$ cat config.mk
export PLATFORM = sky130hd
export DESIGN_NAME = bus_command_controller
export DESIGN_NICKNAME = d
export VERILOG_FILES = /design/src/bus_cmd_pkg.sv /design/src/sync_two_ff.sv /design/src/bus_command_controller.sv
export SDC_FILE = /design/constraint.sdc
export NUM_CORES = 1
export LEC_CHECK = 0
export BUFFER_PORTS_ARGS = -buffer_cell sky130_fd_sc_hd__buf_2
export CAP_MARGIN = 10
export CORE_ASPECT_RATIO = 1.4
export CORE_MARGIN = 2
export CORE_UTILIZATION = 40
export DETAILED_ROUTE_END_ITERATION = 10
export PLACE_DENSITY = 0.63
export RECOVER_POWER = 50
export SETUP_SLACK_MARGIN = 0.3
export SLEW_MARGIN = 10
export SYNTH_ARGS = -nofsm -noshare
export SYNTH_HDL_FRONTEND = slang
export SYNTH_HIERARCHICAL = 1
export SYNTH_SLANG_ARGS = --single-unit
$ cat constraint.sdc
create_clock -name sys_clk -period 1.86 [get_ports sys_clk]
set_input_delay 0.186 -clock sys_clk [delete_from_list [all_inputs] [get_ports sys_clk]]
set_output_delay 0.186 -clock sys_clk [all_outputs]
set_load 0.1 [all_outputs]
$ cat src/bus_cmd_pkg.sv
/*
 * Shared constants for the status-word bus command controller.
 * Assumes a 50 MHz system clock; all users reference names as bus_cmd_pkg::name.
 */
package bus_cmd_pkg;
	// Clock period in picoseconds
	localparam int CLK_PERIOD_PS    = 20000;
	// Least wait from bus grant to command enable, ns
	localparam int GRANT_ENABLE_NS  = 105;
	// Least wait from bus grant to command issue in system-bus mode, ns
	localparam int GRANT_ISSUE_NS   = 115;
	// Cycle counts, least times rounded up
	localparam int GRANT_ENABLE_CYC = (GRANT_ENABLE_NS * 1000 + CLK_PERIOD_PS - 1) / CLK_PERIOD_PS;
	localparam int GRANT_ISSUE_CYC  = (GRANT_ISSUE_NS * 1000 + CLK_PERIOD_PS - 1) / CLK_PERIOD_PS;
	// Width of the status word
	localparam int STATUS_W         = 3;
	// Status word encodings (active-low lines as seen on the pins)
	localparam logic [2:0] ST_IRQ_ACK  = 3'h0;
	localparam logic [2:0] ST_IO_READ  = 3'h1;
	localparam logic [2:0] ST_IO_WRITE = 3'h2;
	localparam logic [2:0] ST_HALT     = 3'h3;
	localparam logic [2:0] ST_CODE     = 3'h4;
	localparam logic [2:0] ST_MEM_READ = 3'h5;
	localparam logic [2:0] ST_MEM_WRIT = 3'h6;
	localparam logic [2:0] ST_PASSIVE  = 3'h7;
	// Cycle sequencer states
	typedef enum logic [1:0] {
		PH_IDLE   = 2'b00,
		PH_LATCH  = 2'b01,
		PH_CMD    = 2'b10
	} phase_t;
endpackage : bus_cmd_pkg

$ cat src/sync_two_ff.sv
/*
 * Two flip-flop synchroniser for one asynchronous level.
 * Assumes the destination clock is sys_clk and reset is asynchronous, active high.
 */
module sync_two_ff #(
	parameter logic RESET_VALUE = 1'b0
) (
	input  wire logic sys_clk,
	input  wire logic rst,
	input  wire logic asyncIn,
	output logic      syncOut
);
	// First stage, read only by the second stage
	logic meta;

	// Register both stages
	always_ff @(posedge sys_clk or posedge rst) begin
		if (rst) begin
			meta    <= RESET_VALUE;
			syncOut <= RESET_VALUE;
		end else begin
			meta    <= asyncIn;
			syncOut <= meta;
		end
	end
endmodule : sync_two_ff

$ cat src/bus_command_controller.sv
/*
 * Bus command controller: decodes the processor status word into active-low command
 * strobes and drives address latch, transceiver enable, direction and cascade/peripheral enable.
 * Assumes status, grant, qualifier and strap are asynchronous pins and are synchronised here;
 * the pin buffers outside turn each command output enable into a three-state driver.
 */
// How it works
// - Status word decodes into one command
// - Strap high selects I/O-bus mode
// - Commands enabled at least 105 ns after grant
// - Grant loss floats command drivers on the third clock edge
// - I/O-bus mode ignores grant for I/O commands
// - Direction high on writes, low on reads
// - Address strobe pulses high each machine cycle
// - Early writes share read strobe timing
// - All command strobes are active low
// - Qualifier low forces commands, data and peripheral enables inactive
// - Data enable high during memory cycles and system-bus I/O reads and writes
// - System-bus mode: cascade enable on interrupts
// - I/O-bus mode: active-low peripheral enable
// - I/O-bus mode starts I/O strobes at once
// - All outputs timed from the clock
// - System-bus commands wait 115 ns after grant
// - Qualifier low drives inactive, not floating
// - Address strobe also latches the status word
module bus_command_controller #(
	parameter int ISSUE_CYC  = bus_cmd_pkg::GRANT_ISSUE_CYC,
	parameter int ENABLE_CYC = bus_cmd_pkg::GRANT_ENABLE_CYC
) (
	input  wire logic       sys_clk,
	input  wire logic       rst,
	input  wire logic [2:0] cpu_status_lines,
	input  wire logic       io_bus_mode_strap,
	input  wire logic       arbiter_bus_grant_n,
	input  wire logic       command_qualifier,
	output logic            addrLatchStrobe,
	output logic            data_xcvr_enable,
	output logic            data_direction,
	output logic            cascadePeriphEnable,
	output logic            mem_read_strobe_n,
	output logic            mem_write_strobe_n,
	output logic            early_mem_write_strobe_n,
	output logic            io_read_strobe_n,
	output logic            io_write_strobe_n,
	output logic            early_io_write_strobe_n,
	output logic            irq_ack_strobe_n,
	output logic            memCmdOutEnable,
	output logic            ioCmdOutEnable
);
	// Refuse grant delay counts that the saturating 8-bit counter cannot serve
	if (ISSUE_CYC < 1 || ISSUE_CYC > 255 || ENABLE_CYC < 1 || ENABLE_CYC > ISSUE_CYC) begin : gBadCounts
		$error("bus_command_controller: grant delay counts out of range");
	end

	// Synchronised pin inputs
	logic [2:0] statusSync;
	logic       ioMode;
	logic       grantN;
	logic       qualifier;

	// Synchronise each status line, passive (high) during reset
	for (genvar i = 0; i < bus_cmd_pkg::STATUS_W; i++) begin : gStatus
		sync_two_ff #(.RESET_VALUE(1'b1)) uSync (
			.sys_clk (sys_clk),
			.rst     (rst),
			.asyncIn (cpu_status_lines[i]),
			.syncOut (statusSync[i])
		);
	end

	// Mode strap synchroniser
	sync_two_ff #(.RESET_VALUE(1'b0)) uStrap (
		.sys_clk (sys_clk),
		.rst     (rst),
		.asyncIn (io_bus_mode_strap),
		.syncOut (ioMode)
	);

	// Bus grant synchroniser, not granted during reset
	sync_two_ff #(.RESET_VALUE(1'b1)) uGrant (
		.sys_clk (sys_clk),
		.rst     (rst),
		.asyncIn (arbiter_bus_grant_n),
		.syncOut (grantN)
	);

	// Command qualifier synchroniser, disabled during reset
	sync_two_ff #(.RESET_VALUE(1'b0)) uQual (
		.sys_clk (sys_clk),
		.rst     (rst),
		.asyncIn (command_qualifier),
		.syncOut (qualifier)
	);

	// Sequencer and latched cycle state
	bus_cmd_pkg::phase_t phase, next_phase;
	logic [2:0] latchedStatus, next_latchedStatus;  // Status word captured by the address strobe
	logic [7:0] grantCount, next_grantCount;        // Cycles since grant went low, saturating

	// Decoded command classes of the latched word
	logic isIrqAck, isIoRead, isIoWrite, isMemRead, isMemWrite, isIoCycle, isWrite, isCmd;
	logic statusActive;

	always_comb begin
		statusActive = (statusSync != bus_cmd_pkg::ST_PASSIVE) && (statusSync != bus_cmd_pkg::ST_HALT);
		isIrqAck     = (latchedStatus == bus_cmd_pkg::ST_IRQ_ACK);
		isIoRead     = (latchedStatus == bus_cmd_pkg::ST_IO_READ);
		isIoWrite    = (latchedStatus == bus_cmd_pkg::ST_IO_WRITE);
		isMemRead    = (latchedStatus == bus_cmd_pkg::ST_CODE) || (latchedStatus == bus_cmd_pkg::ST_MEM_READ);
		isMemWrite   = (latchedStatus == bus_cmd_pkg::ST_MEM_WRIT);
		isIoCycle    = isIrqAck || isIoRead || isIoWrite;
		isWrite      = isIoWrite || isMemWrite;
		isCmd        = isIoCycle || isMemRead || isMemWrite;  // Halt and passive issue nothing
	end

	// Grant gating per command class
	logic memGranted, ioGranted, memIssue, ioIssue;
	always_comb begin
		memGranted = (grantCount >= 8'(ENABLE_CYC));
		memIssue   = (grantCount >= 8'(ISSUE_CYC));
		ioGranted  = ioMode ? 1'b1 : memGranted;
		ioIssue    = ioMode ? 1'b1 : memIssue;
	end

	// Next-state logic of sequencer, status latch and grant counter
	always_comb begin
		next_phase         = phase;
		next_latchedStatus = latchedStatus;
		next_grantCount    = grantCount;
		// Count grant time; loss of grant restarts the wait
		if (grantN)
			next_grantCount = 8'h00;
		else if (grantCount != 8'hFF)
			next_grantCount = grantCount + 8'h01;
		unique case (phase)
			bus_cmd_pkg::PH_IDLE: begin
				// Status going active starts a machine cycle
				if (statusActive) begin
					next_phase         = bus_cmd_pkg::PH_LATCH;
					next_latchedStatus = statusSync;
				end
			end
			bus_cmd_pkg::PH_LATCH: begin
				next_phase = bus_cmd_pkg::PH_CMD;
			end
			bus_cmd_pkg::PH_CMD: begin
				// Passive status ends the bus cycle
				if (statusSync == bus_cmd_pkg::ST_PASSIVE) begin
					next_phase         = bus_cmd_pkg::PH_IDLE;
					next_latchedStatus = bus_cmd_pkg::ST_PASSIVE;
				end
			end
			default: next_phase = bus_cmd_pkg::PH_IDLE;
		endcase
	end

	// Register sequencer state
	always_ff @(posedge sys_clk or posedge rst) begin
		if (rst) begin
			phase         <= bus_cmd_pkg::PH_IDLE;
			latchedStatus <= bus_cmd_pkg::ST_PASSIVE;
			grantCount    <= 8'h00;
		end else begin
			phase         <= next_phase;
			latchedStatus <= next_latchedStatus;
			grantCount    <= next_grantCount;
		end
	end

	// Output next values
	logic next_ale, next_xcvrOn, next_dir, next_dualPin;
	logic next_mrd, next_mwr, next_amw, next_ird, next_iwr, next_aiw, next_ack;
	logic next_memOe, next_ioOe;
	logic inCmd, late;

	always_comb begin
		inCmd    = (phase == bus_cmd_pkg::PH_CMD) && isCmd;
		late     = inCmd && (statusSync != bus_cmd_pkg::ST_PASSIVE);
		// Strobe high for the first cycle of each machine cycle
		next_ale = (phase == bus_cmd_pkg::PH_IDLE) && statusActive;
		next_dir = late && isWrite;
		// Read-timed strobes, active low
		next_mrd = ~(qualifier && late && isMemRead && memIssue);
		next_amw = ~(qualifier && late && isMemWrite && memIssue);
		next_ird = ~(qualifier && late && isIoRead && ioIssue);
		next_aiw = ~(qualifier && late && isIoWrite && ioIssue);
		next_ack = ~(qualifier && late && isIrqAck && ioIssue);
		// Normal writes wait one cycle after the advanced ones
		next_mwr = ~(qualifier && late && isMemWrite && memIssue && !early_mem_write_strobe_n);
		next_iwr = ~(qualifier && late && isIoWrite && ioIssue && !early_io_write_strobe_n);
		// Data enable on the system-side transceiver
		next_xcvrOn = qualifier && late && (ioMode ? !isIoCycle : 1'b1) && !isIrqAck;
		// Dual-function pin by mode
		if (ioMode)
			next_dualPin = ~(qualifier && late && isIoCycle);
		else
			next_dualPin = (phase == bus_cmd_pkg::PH_LATCH) && isIrqAck;
		// Driver enables; qualifier never floats the outputs
		next_memOe = !grantN && memGranted;
		next_ioOe  = ioMode ? 1'b1 : (!grantN && ioGranted);
	end

	// Register all outputs
	always_ff @(posedge sys_clk or posedge rst) begin
		if (rst) begin
			addrLatchStrobe          <= 1'b0;
			data_xcvr_enable         <= 1'b0;
			data_direction           <= 1'b0;
			cascadePeriphEnable      <= 1'b0;
			mem_read_strobe_n        <= 1'b1;
			mem_write_strobe_n       <= 1'b1;
			early_mem_write_strobe_n <= 1'b1;
			io_read_strobe_n         <= 1'b1;
			io_write_strobe_n        <= 1'b1;
			early_io_write_strobe_n  <= 1'b1;
			irq_ack_strobe_n         <= 1'b1;
			memCmdOutEnable          <= 1'b0;
			ioCmdOutEnable           <= 1'b0;
		end else begin
			addrLatchStrobe          <= next_ale;
			data_xcvr_enable         <= next_xcvrOn;
			data_direction           <= next_dir;
			cascadePeriphEnable      <= next_dualPin;
			mem_read_strobe_n        <= next_mrd;
			mem_write_strobe_n       <= next_mwr;
			early_mem_write_strobe_n <= next_amw;
			io_read_strobe_n         <= next_ird;
			io_write_strobe_n        <= next_iwr;
			early_io_write_strobe_n  <= next_aiw;
			irq_ack_strobe_n         <= next_ack;
			memCmdOutEnable          <= next_memOe;
			ioCmdOutEnable           <= next_ioOe;
		end
	end

	// Helper: a strobe being active
	logic anyCmd;
	assign anyCmd = !(mem_read_strobe_n && mem_write_strobe_n && early_mem_write_strobe_n &&
		io_read_strobe_n && io_write_strobe_n && early_io_write_strobe_n && irq_ack_strobe_n);
endmodule : bus_command_controller

Word level (Yosys, flattened, before mapping)
Cells that the tools add are included.
{"block": "totals", "inputBits": 8, "rom_bits": 0, "out_inout_bits": 13, "reg_bits": 38, "mem_count": 0, "mem_bits_rw": 0, "elab_cells": 104, "latch_bits": 0}
{"block": "classes", "n_mul": 0, "shifts": 0, "reduce_logical": 41, "n_lt_le_gt_ge": 1, "addsub": 1, "bitwise_logic": 8, "muxes": 12, "eq_ne": 13, "div_mod_pow": 0}
{"op": "$logic_and A1 B1 Y1", "n": 24}
{"op": "$mux W8", "n": 2}
{"op": "$eq A3 B3 Y1 const B", "n": 4}
{"op": "$add A8 B1 Y8 const B", "n": 1}
{"op": "$ge A8 B3 Y1 const B", "n": 1}
{"op": "$ne A8 B8 Y1 const B", "n": 1}
{"op": "$not A1 Y1", "n": 8}
{"op": "$logic_or A1 B1 Y1", "n": 6}
{"op": "$mux W3", "n": 2}
{"op": "$pmux W2 S3", "n": 1}
{"op": "$pmux W3 S2", "n": 1}
{"op": "$logic_not A1 Y1", "n": 5}
{"op": "$mux W1", "n": 4}
{"op": "$mux W2", "n": 2}
{"op": "$ne A2 B2 Y1 const B", "n": 2}
{"op": "$reduce_bool A2 Y1", "n": 2}
{"op": "$eq A3 B1 Y1 const B", "n": 1}
{"op": "$eq A3 B2 Y1 const B", "n": 1}
{"op": "$logic_not A3 Y1", "n": 1}
{"op": "$ne A3 B2 Y1 const B", "n": 1}
{"op": "$ne A3 B3 Y1 const B", "n": 1}
{"op": "$reduce_and A3 Y1", "n": 1}
{"op": "$eq A2 B1 Y1 const B", "n": 1}
{"op": "$eq A2 B2 Y1 const B", "n": 1}
{"op": "other kinds (2)", "n": 2}

Longest topological paths before layout
Gate-level depths: netlist of run 1.
{"block": "depth", "ltp_word": 12, "ltp_mapped": 5, "depth_no_buf": 5}

Modules after synthesis
The synthesis of run 1 kept the hierarchy.
{"mod": "bus_command_controller", "cells_per_inst": 116, "instances": 1, "area_each_um2": 1265.0, "seq_area_each_um2": 663.1}
{"mod": "sync_two_ff at gStatus[0].uSync ...", "cells_per_inst": 3, "instances": 4, "area_each_um2": 56.3, "seq_area_each_um2": 52.6}
{"mod": "sync_two_ff at uQual ...", "cells_per_inst": 3, "instances": 2, "area_each_um2": 53.8, "seq_area_each_um2": 50.0}

Worst setup path before layout of run 1
No wires, ideal clock.
{"block": "synth_timing", "path_kind": "reg2reg", "start": "register grantCount[0]", "end": "register grantCount[3]", "n_path_buf": 0, "slack_ns": 0.401, "required_time_ns": 1.735, "setup_ns": 0.125, "synth_period_minus_slack_ns": 1.459, "stages_incl_launch_ff": 5, "arrival_ns": 1.334, "path_cell_list": "dfrtp_1 -> ha_1 -> and3_4 -> a31oi_1 -> mux2_2"}
{"block": "synth_via", "elab_chain_cells": 3, "word_cells_on_any_way": 5, "classes_between": "1 x add/sub; 1 x eq/ne; 2 x mux; 1 x reduce/logical"}
{"element": "from (decl)", "line_no": "bus_command_controller.sv:98", "text": "logic [7:0] grantCount, next_grantCount;"}
{"element": "from (signal assigned)", "line_no": "bus_command_controller.sv:166", "text": "grantCount <= next_grantCount;"}
{"element": "$add A8 B1 Y8", "line_no": "bus_command_controller.sv:134", "text": "next_grantCount = grantCount + 8'h01;"}
{"element": "$mux W8", "line_no": "bus_command_controller.sv:133", "text": "else if (grantCount != 8'hFF)"}
{"element": "$mux W8", "line_no": "bus_command_controller.sv:131", "text": "if (grantN)"}
Several ways; a longest one is shown, not always the timed one. The select of a mux whose other input is x is not followed.
A chain may end at the register's enable or synchronous reset.

Final worst setup path of run 1
{"block": "layout_timing", "start": "register grantCount[1]", "end": "register grantCount[3]"}
Same word-level chain as after synthesis.

==> results of run 1 <==
state kept, by name (all words and copies together), names as in the netlist, 2 cells and up:
| register | cells |
|---|---|
| grantCount | 8 |
| gStatus.uSync/meta | 3 |
| latchedStatus | 3 |
| phase | 2 |
| gStatus.uSync/syncOut | 3 |
placed cells by master (no fill, tap or decap), types with 2 or more instances in the layout:
| cell | netlist | routed |
|---|---|---|
| nor3_1 | 2 | 2 |
| buf_2 | 1 | 19 |
| dfstp_2 | 18 | 18 |
| or3_1 | 4 | 4 |
| inv_1 | 13 | 13 |
| clkbuf_1 | 3 | 2 |
| clkinv_2 | 0 | 2 |
| dlygate4sd3_1 | 0 | 7 |
| nand4_1 | 2 | 2 |
| o31a_1 | 2 | 2 |
| clkbuf_8 | 0 | 5 |
| or4_1 | 3 | 3 |
| dfrtp_1 | 20 | 19 |
| a31oi_1 | 3 | 3 |
| nor2_1 | 6 | 6 |
| mux2_2 | 3 | 3 |
| nand2_1 | 8 | 7 |
| nand3_1 | 8 | 8 |
| o21bai_1 | 3 | 3 |
| or2_2 | 2 | 2 |
| a31o_2 | 2 | 2 |
| o21ai_0 | 4 | 4 |
| a211oi_1 | 3 | 3 |
| a21oi_1 | 2 | 2 |
| nor4_1 | 2 | 2 |
power breakdown:
group	switching [W]	total (W)	internal, W	leakage [nW]
sequential	0.000129	0.00111	0.000979	0.445
combinational	0.000454	0.000654	0.000200	0.328
clock	0.000272	0.000531	0.000259	0.0450
worst min path at each step:
stage | start | to | slack, ps | cells after the start
floorplan | rst | uQual/meta | -70 | 1
global placement | rst | uStrap/meta | 100 | 2
detailed placement | rst | uQual/meta | 100 | 2
CTS | rst | uQual/meta | 340 | 3
global route | gStatus[1].uSync/meta | gStatus[1].uSync/syncOut | 360 | 0
finish | uStrap/meta | uStrap/syncOut | 350 | 0
Yosys cell counts (all sizes together) (2+ instances only):
master / n
nor2: 6
clkbuf: 3
and3: 2
a31o: 2
or3: 4
nand4: 2
mux2: 3
inv: 13
nor3: 2
o21bai: 3
dfrtp: 20
o31a: 2
a31oi: 3
or4: 4
nor4: 3
or2: 2
o21ai: 4
dfstp: 18
nand3: 9
a211oi: 3
nand2: 8
ha: 2
a21oi: 2
metrics by stage:
stage                     instances  hold slack (ps)
after global placement          195             97.2
after CTS                       210              335
after detailed placement        195              101
after floorplan                 134            -72.8
after global routing            210              361
final                           210              353
what timing repair did:
item | in CTS | in global routing
endpoints found under the setup margin | 0 | 2
gates resized for setup | 0 | 3
hold buffers | 7 | 0
endpoints found under the hold margin | 22 | 0
logic make-up after synthesis:
logic type                 share of synthesized area [%]
and+or+nand+nor                                     18.0
DFF                                                 60.9
adders and majority gates                           1.57
muxes                                               2.11
buffers and inverters                               4.07
xor gates and xnor gates                           0.548
AOI/OAI and AO/OA                                   12.8
cell type report:
type,instances,area share [%]
inverters,13,2.56
well taps,43,2.82
clock inverters,2,0.525
flip-flops and latches,38,51.1
repair buffers,29,9.52
multi-input cells,79,29.6
clock buffers,6,3.81
per-layer routing:
layer / global-route usage (%) / share of wire (%)
met5: 0 / 0
met4: 6.98 / 2.5
met3: 4.56 / 5.5
met2: 24.8 / 53
met1: 14.2 / 39
==> summary.txt, run 1 <==
Outcome
  – Status: finished clean

Timing
  – RSZ-0062 raised after global routing: no
  – Clock skew: approximately 15 ps
  – Final Setup Violations: 0
  – Fin Setup TNS: 0 ps
  – Final hold violation count: 0
  – Peak Freq: 665 MHz
  – Worst setup margin: 356 ps
  – Final Critical Period: 1500 ps
  – Rel. slew slack: 59.5%
  – Slew Limit Fails: 0
  – Least-Margin Pin Slew: 608 ps
  – Final period util: 80.9%

Power and ir drop
  – Design Power: 0.00229 W
  – LEAKAGE: 0.818 nW
  – P per Cell Area: between 1000 and 1500 nW/um^2
  – Peak supply drop: 0.764 mV

Global route
  – Number of global-route vias before repair: 1,100
  – Antenna violations before repair: 0
  – Global route overflow: 0
  – First-pass GRT wire length: about 4800 um
  – Gr usage total: 13.9%
  – Largest net degree at the start of global routing: 27

Synth
  – Yosys Warn Count: 6
  – Post-synth top area share: 31.3%
  – Yosys reg bits: 38
  – Post-synthesis cell type count: 41
  – Synth Net Count: 144
  – Syn Area/Cell: 11.9 sq um
  – Mapped Cells: 134
  – Synth area leader: dfrtp_1
  – Post-synthesis sequential area ratio: 60.9%
  – Ys async rst share: 100%
  – Main flop type after synthesis: dfrtp_1
  – Cell Area, Synth: ~1600 sq um
  – Leading post-synthesis cells by cell area: dfrtp_1 31%, dfstp_2 30%, inv_1 3.1%, nand3_1 2.5%, mux2_2 2.1%
  – Post-synth EDFFs: 0

Drt
  – Via count: 1,101
  – ANT nets after route: 0
  – DR pass1 iterations: 4
  – WL final: about 2700 um
  – Routed vias/inst: 5.24
  – # DRC: 0
  – First DRT Iteration DRCs: 34
  – Avg WL per Cell: approximately 13 um

Placed design
  – DP HPWL: 1960 um
  – Placer Congestion: 0.803
  – Port bufs: 20
  – DP Worst Slack: 330 ps
  – DP Area: about 1800 sq um

Cells and area
  – Nets@finish: between 150 and 200
  – Register Area: roughly 970 sq um
  – Fillers: 352
  – Layout cells sized above 1: between 30 and 40%
  – Post-route cell area: roughly 1900 sq um
  – Antenna cells: 0
  – Footprint of the multi-input gates: 564 sq um
  – P&R area growth vs syn: 19.3%
  – Final Core Density: 49.0%

Setup path
  – Worst Setup SP: grantCount[1]
  – Worst path top cell family by delay: flip-flops
  – Worst Path Required: 2030 ps
  – Critical Path Sink: grantCount[3]
  – Critical path endpoint category: register
  – Reg2reg start: grantCount[1]
  – Arrival time of the worst setup path: 1680 ps
  – RR Endpoint: grantCount[3]
  – Crit. path cell count: 4
  – Critical-path top delay cell: dfrtp_1
  – Crit Path Max Fanout: 6
  – CP Launch Type: register
  – Kind of critical path: reg2reg
  – Cells along the critical path: ha_2 -> and3_4 -> a31oi_1 -> mux2_2
  – Slowest Stage Delay on Critical Path: 440 ps
  – R2R cell count: 4
  – CP bufs+invs: 0
  – Worst reg-to-reg setup slack: 360 ps

Clock network
  – # Post-CTS Setup Buffers: 0
  – Clk sinks: 38
  – CTS Root Cell: clkbuf_8
  – Clock Pin Slew Worst Setup and Hold Paths: around 60 ps
  – Max clock buf depth: 2
  – H-tree levels: 2
  – Clk_lat worst skew: approximately 300 ps
  – CTS tree: built
  – CTS Buf Count: 5

Hold path
  – Hold WC Path Type: reg2reg

Floorplanning
  – Die X: 57.4 um
  – Initial core utilization: 41.1%
  – Die height: 78.8 um
  – Core ar.: 3880 sq um
  – Floorplan row count: 27
  – Die area: 4520 sq um
  – Io pins: 21

Flow run
  – MaxCap Viol Count: 0
Power figures use the tool's default switching activity.
==> run 2, diff against run 1 <==
--- a/config.mk
+++ b/config.mk
@@ -5,13 +5,14 @@
 export SDC_FILE = /design/constraint.sdc
 export NUM_CORES = 1
 export LEC_CHECK = 0
+export ABC_AREA = 1
 export BUFFER_PORTS_ARGS = -buffer_cell sky130_fd_sc_hd__buf_2
 export CAP_MARGIN = 10
 export CORE_ASPECT_RATIO = 1.4
 export CORE_MARGIN = 2
 export CORE_UTILIZATION = 40
 export DETAILED_ROUTE_END_ITERATION = 10
-export PLACE_DENSITY = 0.63
+export PLACE_DENSITY = 0.65
 export RECOVER_POWER = 50
 export SETUP_SLACK_MARGIN = 0.3
 export SLEW_MARGIN = 10
==> constraint.sdc (replaced) <==
create_clock -name sys_clk -period 1.3 [get_ports sys_clk]
set_input_delay 0.13 -clock sys_clk [delete_from_list [all_inputs] [get_ports sys_clk]]
set_output_delay 0.13 -clock sys_clk [all_outputs]
set_load 0.1 [all_outputs]
==> run 2 against run 1 <==
Effect of this change:
- maximum frequency increased by 21%
- combinational power increased by 90%
- final cell count increased by 20%
- global-route usage increased by 2.2 points
- via count increased by 17%
- power increased by 57%
- sequential power increased by 37%
- first-iteration DRC count increased by 32%
- largest power group unchanged
==> summary.txt, run 2 <==
Drt
  – Via count: 1,287 (+17%)
  – Avg WL per Cell: 13.8 um (+7.7%)
  – WL final: 3500 um (+30%)
  – First DRT Iteration DRCs: 45 (+32%)
  – # DRC: 0 (unchanged)
  – ANT nets after route: 0 (unchanged)
  – Routed vias/inst: 5.09 (-3.0%)
  – DR pass1 iterations: 4 (unchanged)

Global route
  – Met1 GRT Util: 15.5% (+1.3 points)
  – Global route overflow: 0 (unchanged)
  – GR Layer Usage met2: 29.1% (+4.3 points)
  – Gr usage total: 16.1% (+2.2 points)
  – Antenna violations before repair: 0 (unchanged)
  – Largest net degree at the start of global routing: 27 (unchanged)
  – Met3 usage: 5.27% (+0.71 points)
  – Number of global-route vias before repair: 1,319 (+20%)
  – Busiest grt layer: met2
  – First-pass GRT wire length: 5520 um (+16%)

Clock network
  – CTS Buf Count: 5 (unchanged)
  – H-tree levels: 2 (unchanged)
  – Clk_lat worst skew: 290 ps (about the same)
  – CTS tree: built
  – Max clock buf depth: 2 (unchanged)
  – Clk sinks: 38 (unchanged)
  – CTS Root Cell: clkbuf_8
  – Clock Pin Slew Worst Setup and Hold Paths: 70 ps (about the same)

Setup path
  – Arrival time of the worst setup path: 1480 ps (-200 ps)
  – Worst Setup SP: grantCount[0]
  – R2R cell count: 7 (+3)
  – Critical-path top delay cell: dfrtp_2
  – CP Launch Type: register
  – Worst reg-to-reg setup slack: 60 ps (-300 ps)
  – Cells along the critical path: inv_2 -> ha_4 -> nand2_2 -> nand3_2 -> nor2_4 -> nand2_4 -> nand3b_1
  – Kind of critical path: reg2reg
  – Reg2reg start: grantCount[0]
  – Slowest Stage Delay on Critical Path: 430 ps (about the same)
  – Critical path endpoint category: register
  – Crit Path Max Fanout: 4 (-2)
  – Critical Path Sink: irq_ack_strobe_n
  – Worst Path Required: 1540 ps (-490 ps)
  – RR Endpoint: irq_ack_strobe_n

Timing
  – Least-Margin Pin Slew: 635 ps (+27.0 ps)
  – Final hold violation count: 0 (unchanged)
  – RSZ-0062 raised after global routing: yes
  – Peak Freq: 804 MHz (+21%)
  – Final Setup Violations: 0 (unchanged)
  – Clock skew: 5.21 ps (-9.54 ps)
  – Final Critical Period: 1240 ps (-261 ps)
  – Slew Limit Fails: 0 (unchanged)
  – Fin Setup TNS: 0 ps (unchanged)
  – Final hold slack: 336 ps (-17.4 ps)
  – Rel. slew slack: 57.7% (-1.8 points)
  – Final period util: 95.6% (+15 points)

Floorplanning
  – Io pins: 21 (unchanged)
  – Floorplan row count: 27 (unchanged)
  – Die area: 4470 sq um (-1.1%)
  – Die X: 57.1 um (-0.55%)
  – Initial core utilization: 41.0% (-0.13 points)
  – Core ar.: 3850 sq um (-0.87%)
  – Die height: 78.3 um (-0.56%)

Synth
  – Synth Net Count: 170 (+18%)
  – Count leader, synth: nand2_1
  – Post-synthesis cell type count: 22 (-46%)
  – Mapped Cells: 160 (+19%)
  – Yosys Warn Count: 6 (unchanged)
  – Ys async rst share: 100% (unchanged)
  – Post-synth top area share: 31.7% (+0.37 points)
  – Leading post-synthesis cells by cell area: dfrtp_1 32%, dfstp_2 30%, nand2_1 6.9%, inv_1 6.4%, nand3_1 6.3%
  – Synth area leader: dfrtp_1
  – Post-synthesis sequential area ratio: 61.6% (+0.72 points)
  – Post-synth EDFFs: 0 (unchanged)
  – Syn Area/Cell: 9.87 sq um (-17%)
  – Cell Area, Synth: 1580 sq um (-1.2%)
  – Yosys reg bits: 38 (unchanged)
  – Main flop type after synthesis: dfrtp_1
  – Most frequent cells after synthesis: 29 x nand2_1, 27 x inv_1, 20 x dfrtp_1, 20 x nand3_1, 18 x dfstp_2

Cells and area
  – Layout cells sized above 1: 60.5% (+23 points)
  – Nets@finish: 219 (+24%)
  – Fillers: 296 (-16%)
  – Final Core Density: 62.2% (+13 points)
  – Max FFs per register: 8 (unchanged)
  – Antenna cells: 0 (unchanged)
  – Commonest non-fill, non-tap cell in the layout: inv_1
  – Most flops, register: grantCount
  – Commonest cells after routing, fill and taps aside: 21 x inv_1, 18 x dfstp_2, 17 x nand2_1, 12 x nand3_2, 11 x nand2_2
  – Post-route cell area: 2400 sq um (+26%)
  – P&R area growth vs syn: 51.8%

Power and ir drop
  – LEAKAGE: 1.11 nW (+36%)
  – P per Cell Area: 1500 nW/um^2 (+24%)
  – Design Power: 0.00359 W (+57%)
  – Peak supply drop: 1.08 mV (+42%)

Flow run
  – MaxCap Viol Count: 0 (unchanged)

Placed design
  – Placer Congestion: 0.892 (+11%)
  – Port bufs: 20 (unchanged)
  – DP HPWL: 2030 um (+3.4%)
  – DP Area: 1870 sq um (+6.9%)

Outcome
  – Status: finished clean

Hold path
  – Hold WC Path Type: in2async
[run 2: cell types whose count changed in the layout (fill, tap and decap cells not counted), sizes merged, moves of 3 or more]
cell / previous run / this run
nand2: 8 / 32
or3: 4 / 0
nand3: 9 / 21
nor4: 3 / 0
a211oi: 3 / 0
buf: 20 / 33
mux2: 3 / 0
nor3: 2 / 5
nor2: 6 / 21
o21bai: 3 / 0
or4: 4 / 0
inv: 13 / 29
[run 2: where the power goes]
part           total, W  internal (W)  switching (W)  leakage, nW
Clock          0.000831      0.000425       0.000406       0.0472
Sequential      0.00152       0.00139       0.000136        0.434
Combinational   0.00124      0.000454       0.000783        0.633
[run 2: area by class of cell]
class | count | area (sq um) | area share, %
inverters | 29 | 111 | 4.65
multi-input cells | 93 | 699 | 29.2
flip-flops and latches | 38 | 986 | 41.1
clock inverters | 2 | 12.5 | 0.522
well taps | 43 | 53.8 | 2.24
repair buffers | 42 | 452 | 18.8
clock buffers | 6 | 82.6 | 3.44
[run 2: metrics by stage]
| step | setup WS [ps] | cells |
|---|---|---|
| 2_1_floorplan | 171 | 160 |
| 3_3_place_gp | 73.8 | 224 |
| 3_5_place_dp | 35.6 | 224 |
| 4_1_cts | 65.5 | 249 |
| 5_1_grt | -2.28 | 253 |
| 6_report | 56.9 | 253 |
[run 2: worst min-delay path by stage]
stage                     depth (start not counted)  from              to
after floorplan                                   1   rst      uQual/meta
after global placement                            2   rst     uStrap/meta
after detailed placement                          2   rst     uStrap/meta
after CTS                                         3   rst   uQual/syncOut
after global routing                              3   rst   uQual/syncOut
final                                             3   rst  uStrap/syncOut
[run 2: timing repair]
action	in CTS	in global routing
pin swaps	22	22
setup buffers	10	4
gates cloned	0	0
endpoints found under the setup margin	35	36
resized for setup	42	34
endpoints found under the hold margin	34	0
hold buffers	7	0
[run 2: logic make-up after synthesis]
family	share of synthesized area, %
adder cells (fa/ha/maj)	1.58
AO/OA/AOI/OAI	3.25
AND/OR/NAND/NOR	26.6
buffers and inverters	6.89
flip-flops	61.6
[run 2: layer usage]
metal  vias up  share of wire (%)
met5         -                  0
met4         0                2.9
met3        10                4.6
met2        44                 55
met1       633                 37
li1        600                  -
[run 2: worst max-delay path: cells and delay by family, from the launching register on]
family | cells | cell delay [ps]
simple gates | 5 | 530
fa+ha+maj | 1 | 160
buf+inv | 1 | 70
flops | 1 | 430
==> run 3, diff against run 2 <==
--- a/config.mk
+++ b/config.mk
@@ -6,13 +6,13 @@
 export NUM_CORES = 1
 export LEC_CHECK = 0
 export ABC_AREA = 1
-export BUFFER_PORTS_ARGS = -buffer_cell sky130_fd_sc_hd__buf_2
+export BUFFER_PORTS_ARGS = -buffer_cell sky130_fd_sc_hd__buf_4
 export CAP_MARGIN = 10
 export CORE_ASPECT_RATIO = 1.4
 export CORE_MARGIN = 2
-export CORE_UTILIZATION = 40
+export CORE_UTILIZATION = 50
 export DETAILED_ROUTE_END_ITERATION = 10
-export PLACE_DENSITY = 0.65
+export PLACE_DENSITY = 0.77
 export RECOVER_POWER = 50
 export SETUP_SLACK_MARGIN = 0.3
 export SLEW_MARGIN = 10
==> constraint.sdc (replaced) <==
create_clock -name sys_clk -period 1.3 [get_ports sys_clk]
set_input_delay 0 -clock sys_clk [delete_from_list [all_inputs] [get_ports sys_clk]]
set_output_delay 0 -clock sys_clk [all_outputs]
set_load 0.1 [all_outputs]
==> run 3 against run 2 <==
Effect of this change:
- clock power grew 24%
- largest power group unchanged
- sequential share of layout area is 0.22 points lower
- final cell count fell by 1.6%
- power increased by 6.8%
- critical path depth unchanged
- global-route usage up 5.2 points
- first-iteration DRC count decreased by 6.7%
- count of clock-buffer cells in the layout increased by 1
- largest cell class unchanged
==> summary.txt, run 3 (synthesis gave the netlist of run 2 again) <==
Clock network
  – H-tree levels: 2 (unchanged)
  – CTS Root Cell: clkbuf_8
  – CTS tree: built
  – Max clock buf depth: 2 (unchanged)
  – Clk sinks: 38 (unchanged)
  – Clock Pin Slew Worst Setup and Hold Paths: 70 ps (about the same)
  – Clk_lat worst skew: 290 ps (about the same)
  – CTS Buf Count: 5 (unchanged)

Drt
  – DR WL met2: 2250 um (+16%)
  – DR pass1 iterations: 4 (unchanged)
  – Via count: 1,289 (+0.16%)
  – Routed wl met3: 137 um (-14%)
  – Avg WL per Cell: 16.0 um (+16%)
  – # DRC: 0 (unchanged)
  – ANT nets after route: 0 (unchanged)
  – Routed vias/inst: 5.18 (+1.8%)
  – WL final: 3990 um (+14%)
  – DR top layer: met4
  – First DRT Iteration DRCs: 42 (-6.7%)
  – Met1 WL: 1520 um (+17%)

Timing
  – Final hold slack: 214 ps (-122 ps)
  – Fin Setup TNS: 0 ps (unchanged)
  – Clock skew: 6.55 ps (+1.34 ps)
  – Least-Margin Pin Slew: 645 ps (+10.4 ps)
  – Peak Freq: 810 MHz (+0.72%)
  – Rel. slew slack: 57.0% (-0.69 points)
  – Final hold violation count: 0 (unchanged)
  – Final Setup Violations: 0 (unchanged)
  – Final Critical Period: 1230 ps (-8.91 ps)
  – Slew Limit Fails: 0 (unchanged)
  – RSZ-0062 raised after global routing: yes
  – Final period util: 94.9% (-0.69 points)

Setup path
  – Crit Path Max Fanout: 4 (unchanged)
  – RR Endpoint: irq_ack_strobe_n
  – Worst Path Required: 1530 ps (about the same)
  – Critical-path top delay cell: dfrtp_1
  – Reg2reg start: grantCount[0]
  – Arrival time of the worst setup path: 1470 ps (about the same)
  – Kind of critical path: reg2reg
  – Critical Path Sink: irq_ack_strobe_n
  – Critical path endpoint category: register
  – Slowest Stage Delay on Critical Path: 410 ps (-20 ps)
  – Cells along the critical path: inv_2 -> ha_4 -> nand2_2 -> nand3_2 -> nor2_4 -> nand2_4 -> nand3b_1
  – CP Launch Type: register
  – Crit. path cell count: 7 (unchanged)
  – CP bufs+invs: 1 (unchanged)
  – Worst Setup SP: grantCount[0]
  – R2R cell count: 7 (unchanged)
  – Worst reg-to-reg setup slack: 70 ps (about the same)
  – Worst path top cell family by delay: simple AND/OR/NAND/NOR gates

Cells and area
  – Max FFs per register: 8 (unchanged)
  – Nets@finish: 219 (unchanged)
  – Layout cells sized above 1: 53.8% (-6.7 points)
  – Commonest non-fill, non-tap cell in the layout: nand2_1
  – Commonest cells after routing, fill and taps aside: 22 x nand2_1, 21 x inv_1, 18 x dfstp_2, 17 x dfrtp_1, 15 x buf_4
  – Most flops, register: grantCount
  – P&R area growth vs syn: 51.3%
  – Antenna cells: 0 (unchanged)

Power and ir drop
  – LEAKAGE: 1.14 nW (+2.1%)
  – P per Cell Area: 1610 nW/um^2 (+7.2%)
  – Peak supply drop: 1.32 mV (+22%)

Global route
  – First-pass GRT wire length: 5570 um (+0.87%)
  – Gr usage total: 21.3% (+5.2 points)
  – Largest net degree at the start of global routing: 27 (unchanged)
  – Antenna violations before repair: 0 (unchanged)
  – Number of global-route vias before repair: 1,261 (-4.4%)
  – Global route overflow: 0 (unchanged)

Placed design
  – Placer Congestion: 0.836 (-6.3%)
  – DP HPWL: 1910 um (-6.1%)
  – Port bufs: 20 (unchanged)

Outcome
  – Status: finished clean

Floorplanning
  – Die X: 51.5 um (-9.8%)
  – Core ar.: 3060 sq um (-20%)
  – Io pins: 21 (unchanged)
  – Die area: 3630 sq um (-19%)
  – Die height: 70.5 um (-10%)
  – Initial core utilization: 51.6% (+11 points)
  – Floorplan row count: 24 (-11%)

Flow run
  – MaxCap Viol Count: 0 (unchanged)

Hold path
  – Hold WC Path Type: in2async
-- run 3: cell count changes in the layout (fill, tap and decap cells not counted), sizes merged --
| cell | previous run | this run |
|---|---|---|
| clkbuf | 8 | 15 |
| buf | 33 | 27 |
| bufinv | 0 | 1 |
| clkinv | 1 | 0 |
| clkinvlp | 1 | 0 |
-- run 3: where the power goes --
part / internal, W / total [W] / leakage (nW) / switching (W)
logic: 0.000428 / 0.00126 / 0.636 / 0.000836
clock network: 0.000625 / 0.00103 / 0.0585 / 0.000403
registers: 0.00138 / 0.00154 / 0.443 / 0.000162
total: 0.00243 / 0.00383 / 1.14 / 0.00140
-- run 3: area by class of cell --
type | count | area [sq um]
Fill cell | 183 | 674
Inverter | 29 | 116
Multi-Input combinational cell | 93 | 697
Sequential cell | 38 | 977
Clock buffer | 7 | 86.3
Timing Repair Buffer | 42 | 433
Clock inverter | 1 | 30.0
Tap cell | 39 | 48.8
-- run 3: timing repair --
| item | CTS | global route |
|---|---|---|
| pin swaps | 22 | 17 |
| setup buffers | 11 | 3 |
| gates cloned | 0 | 0 |
| hold buffers | 7 | 0 |
| setup endpoints to repair | 29 | 30 |
| gates resized for setup | 57 | 21 |
| hold endpoints to repair | 34 | 0 |
-- run 3: how the worst min path moves through the flow --
stage / startpoint / end / slack, ps / cells after the start
floorplan: rst / uQual/meta / -260 / 1
global placement: rst / uQual/meta / -100 / 2
detailed placement: rst / uQual/meta / -90 / 2
CTS: rst / uQual/syncOut / 150 / 3
global route: rst / uStrap/syncOut / 240 / 3
finish: rst / uQual/syncOut / 210 / 3
-- run 3: through the flow --
step                power, W  utilization [%]  setup slack, ps  std cells  area, sq um
floorplan            0.00214                -              171        160         1600
global placement     0.00230             58.9             78.8        220         1800
detailed placement   0.00232             58.9             52.4        220         1800
CTS                  0.00359             74.9              106        246         2290
global route         0.00399             78.0             1.67        249         2390
finish               0.00383             78.0             65.8        249         2390
-- run 3: routing by layer --
metal | up-vias | global-route usage [%]
met5 | - | 0
met3 | 9 | 6.62
met2 | 37 | 38.3
li1 | 601 | -
met1 | 642 | 22.2
met4 | 0 | 8.48
-- run 3: worst reg2reg max path, stage by stage (launching register included) --
cell	delay [ps]
dfrtp_1	410
inv_2	80
ha_4	160
nand2_2	60
nand3_2	70
nor2_4	210
nand2_4	90
nand3b_1	90
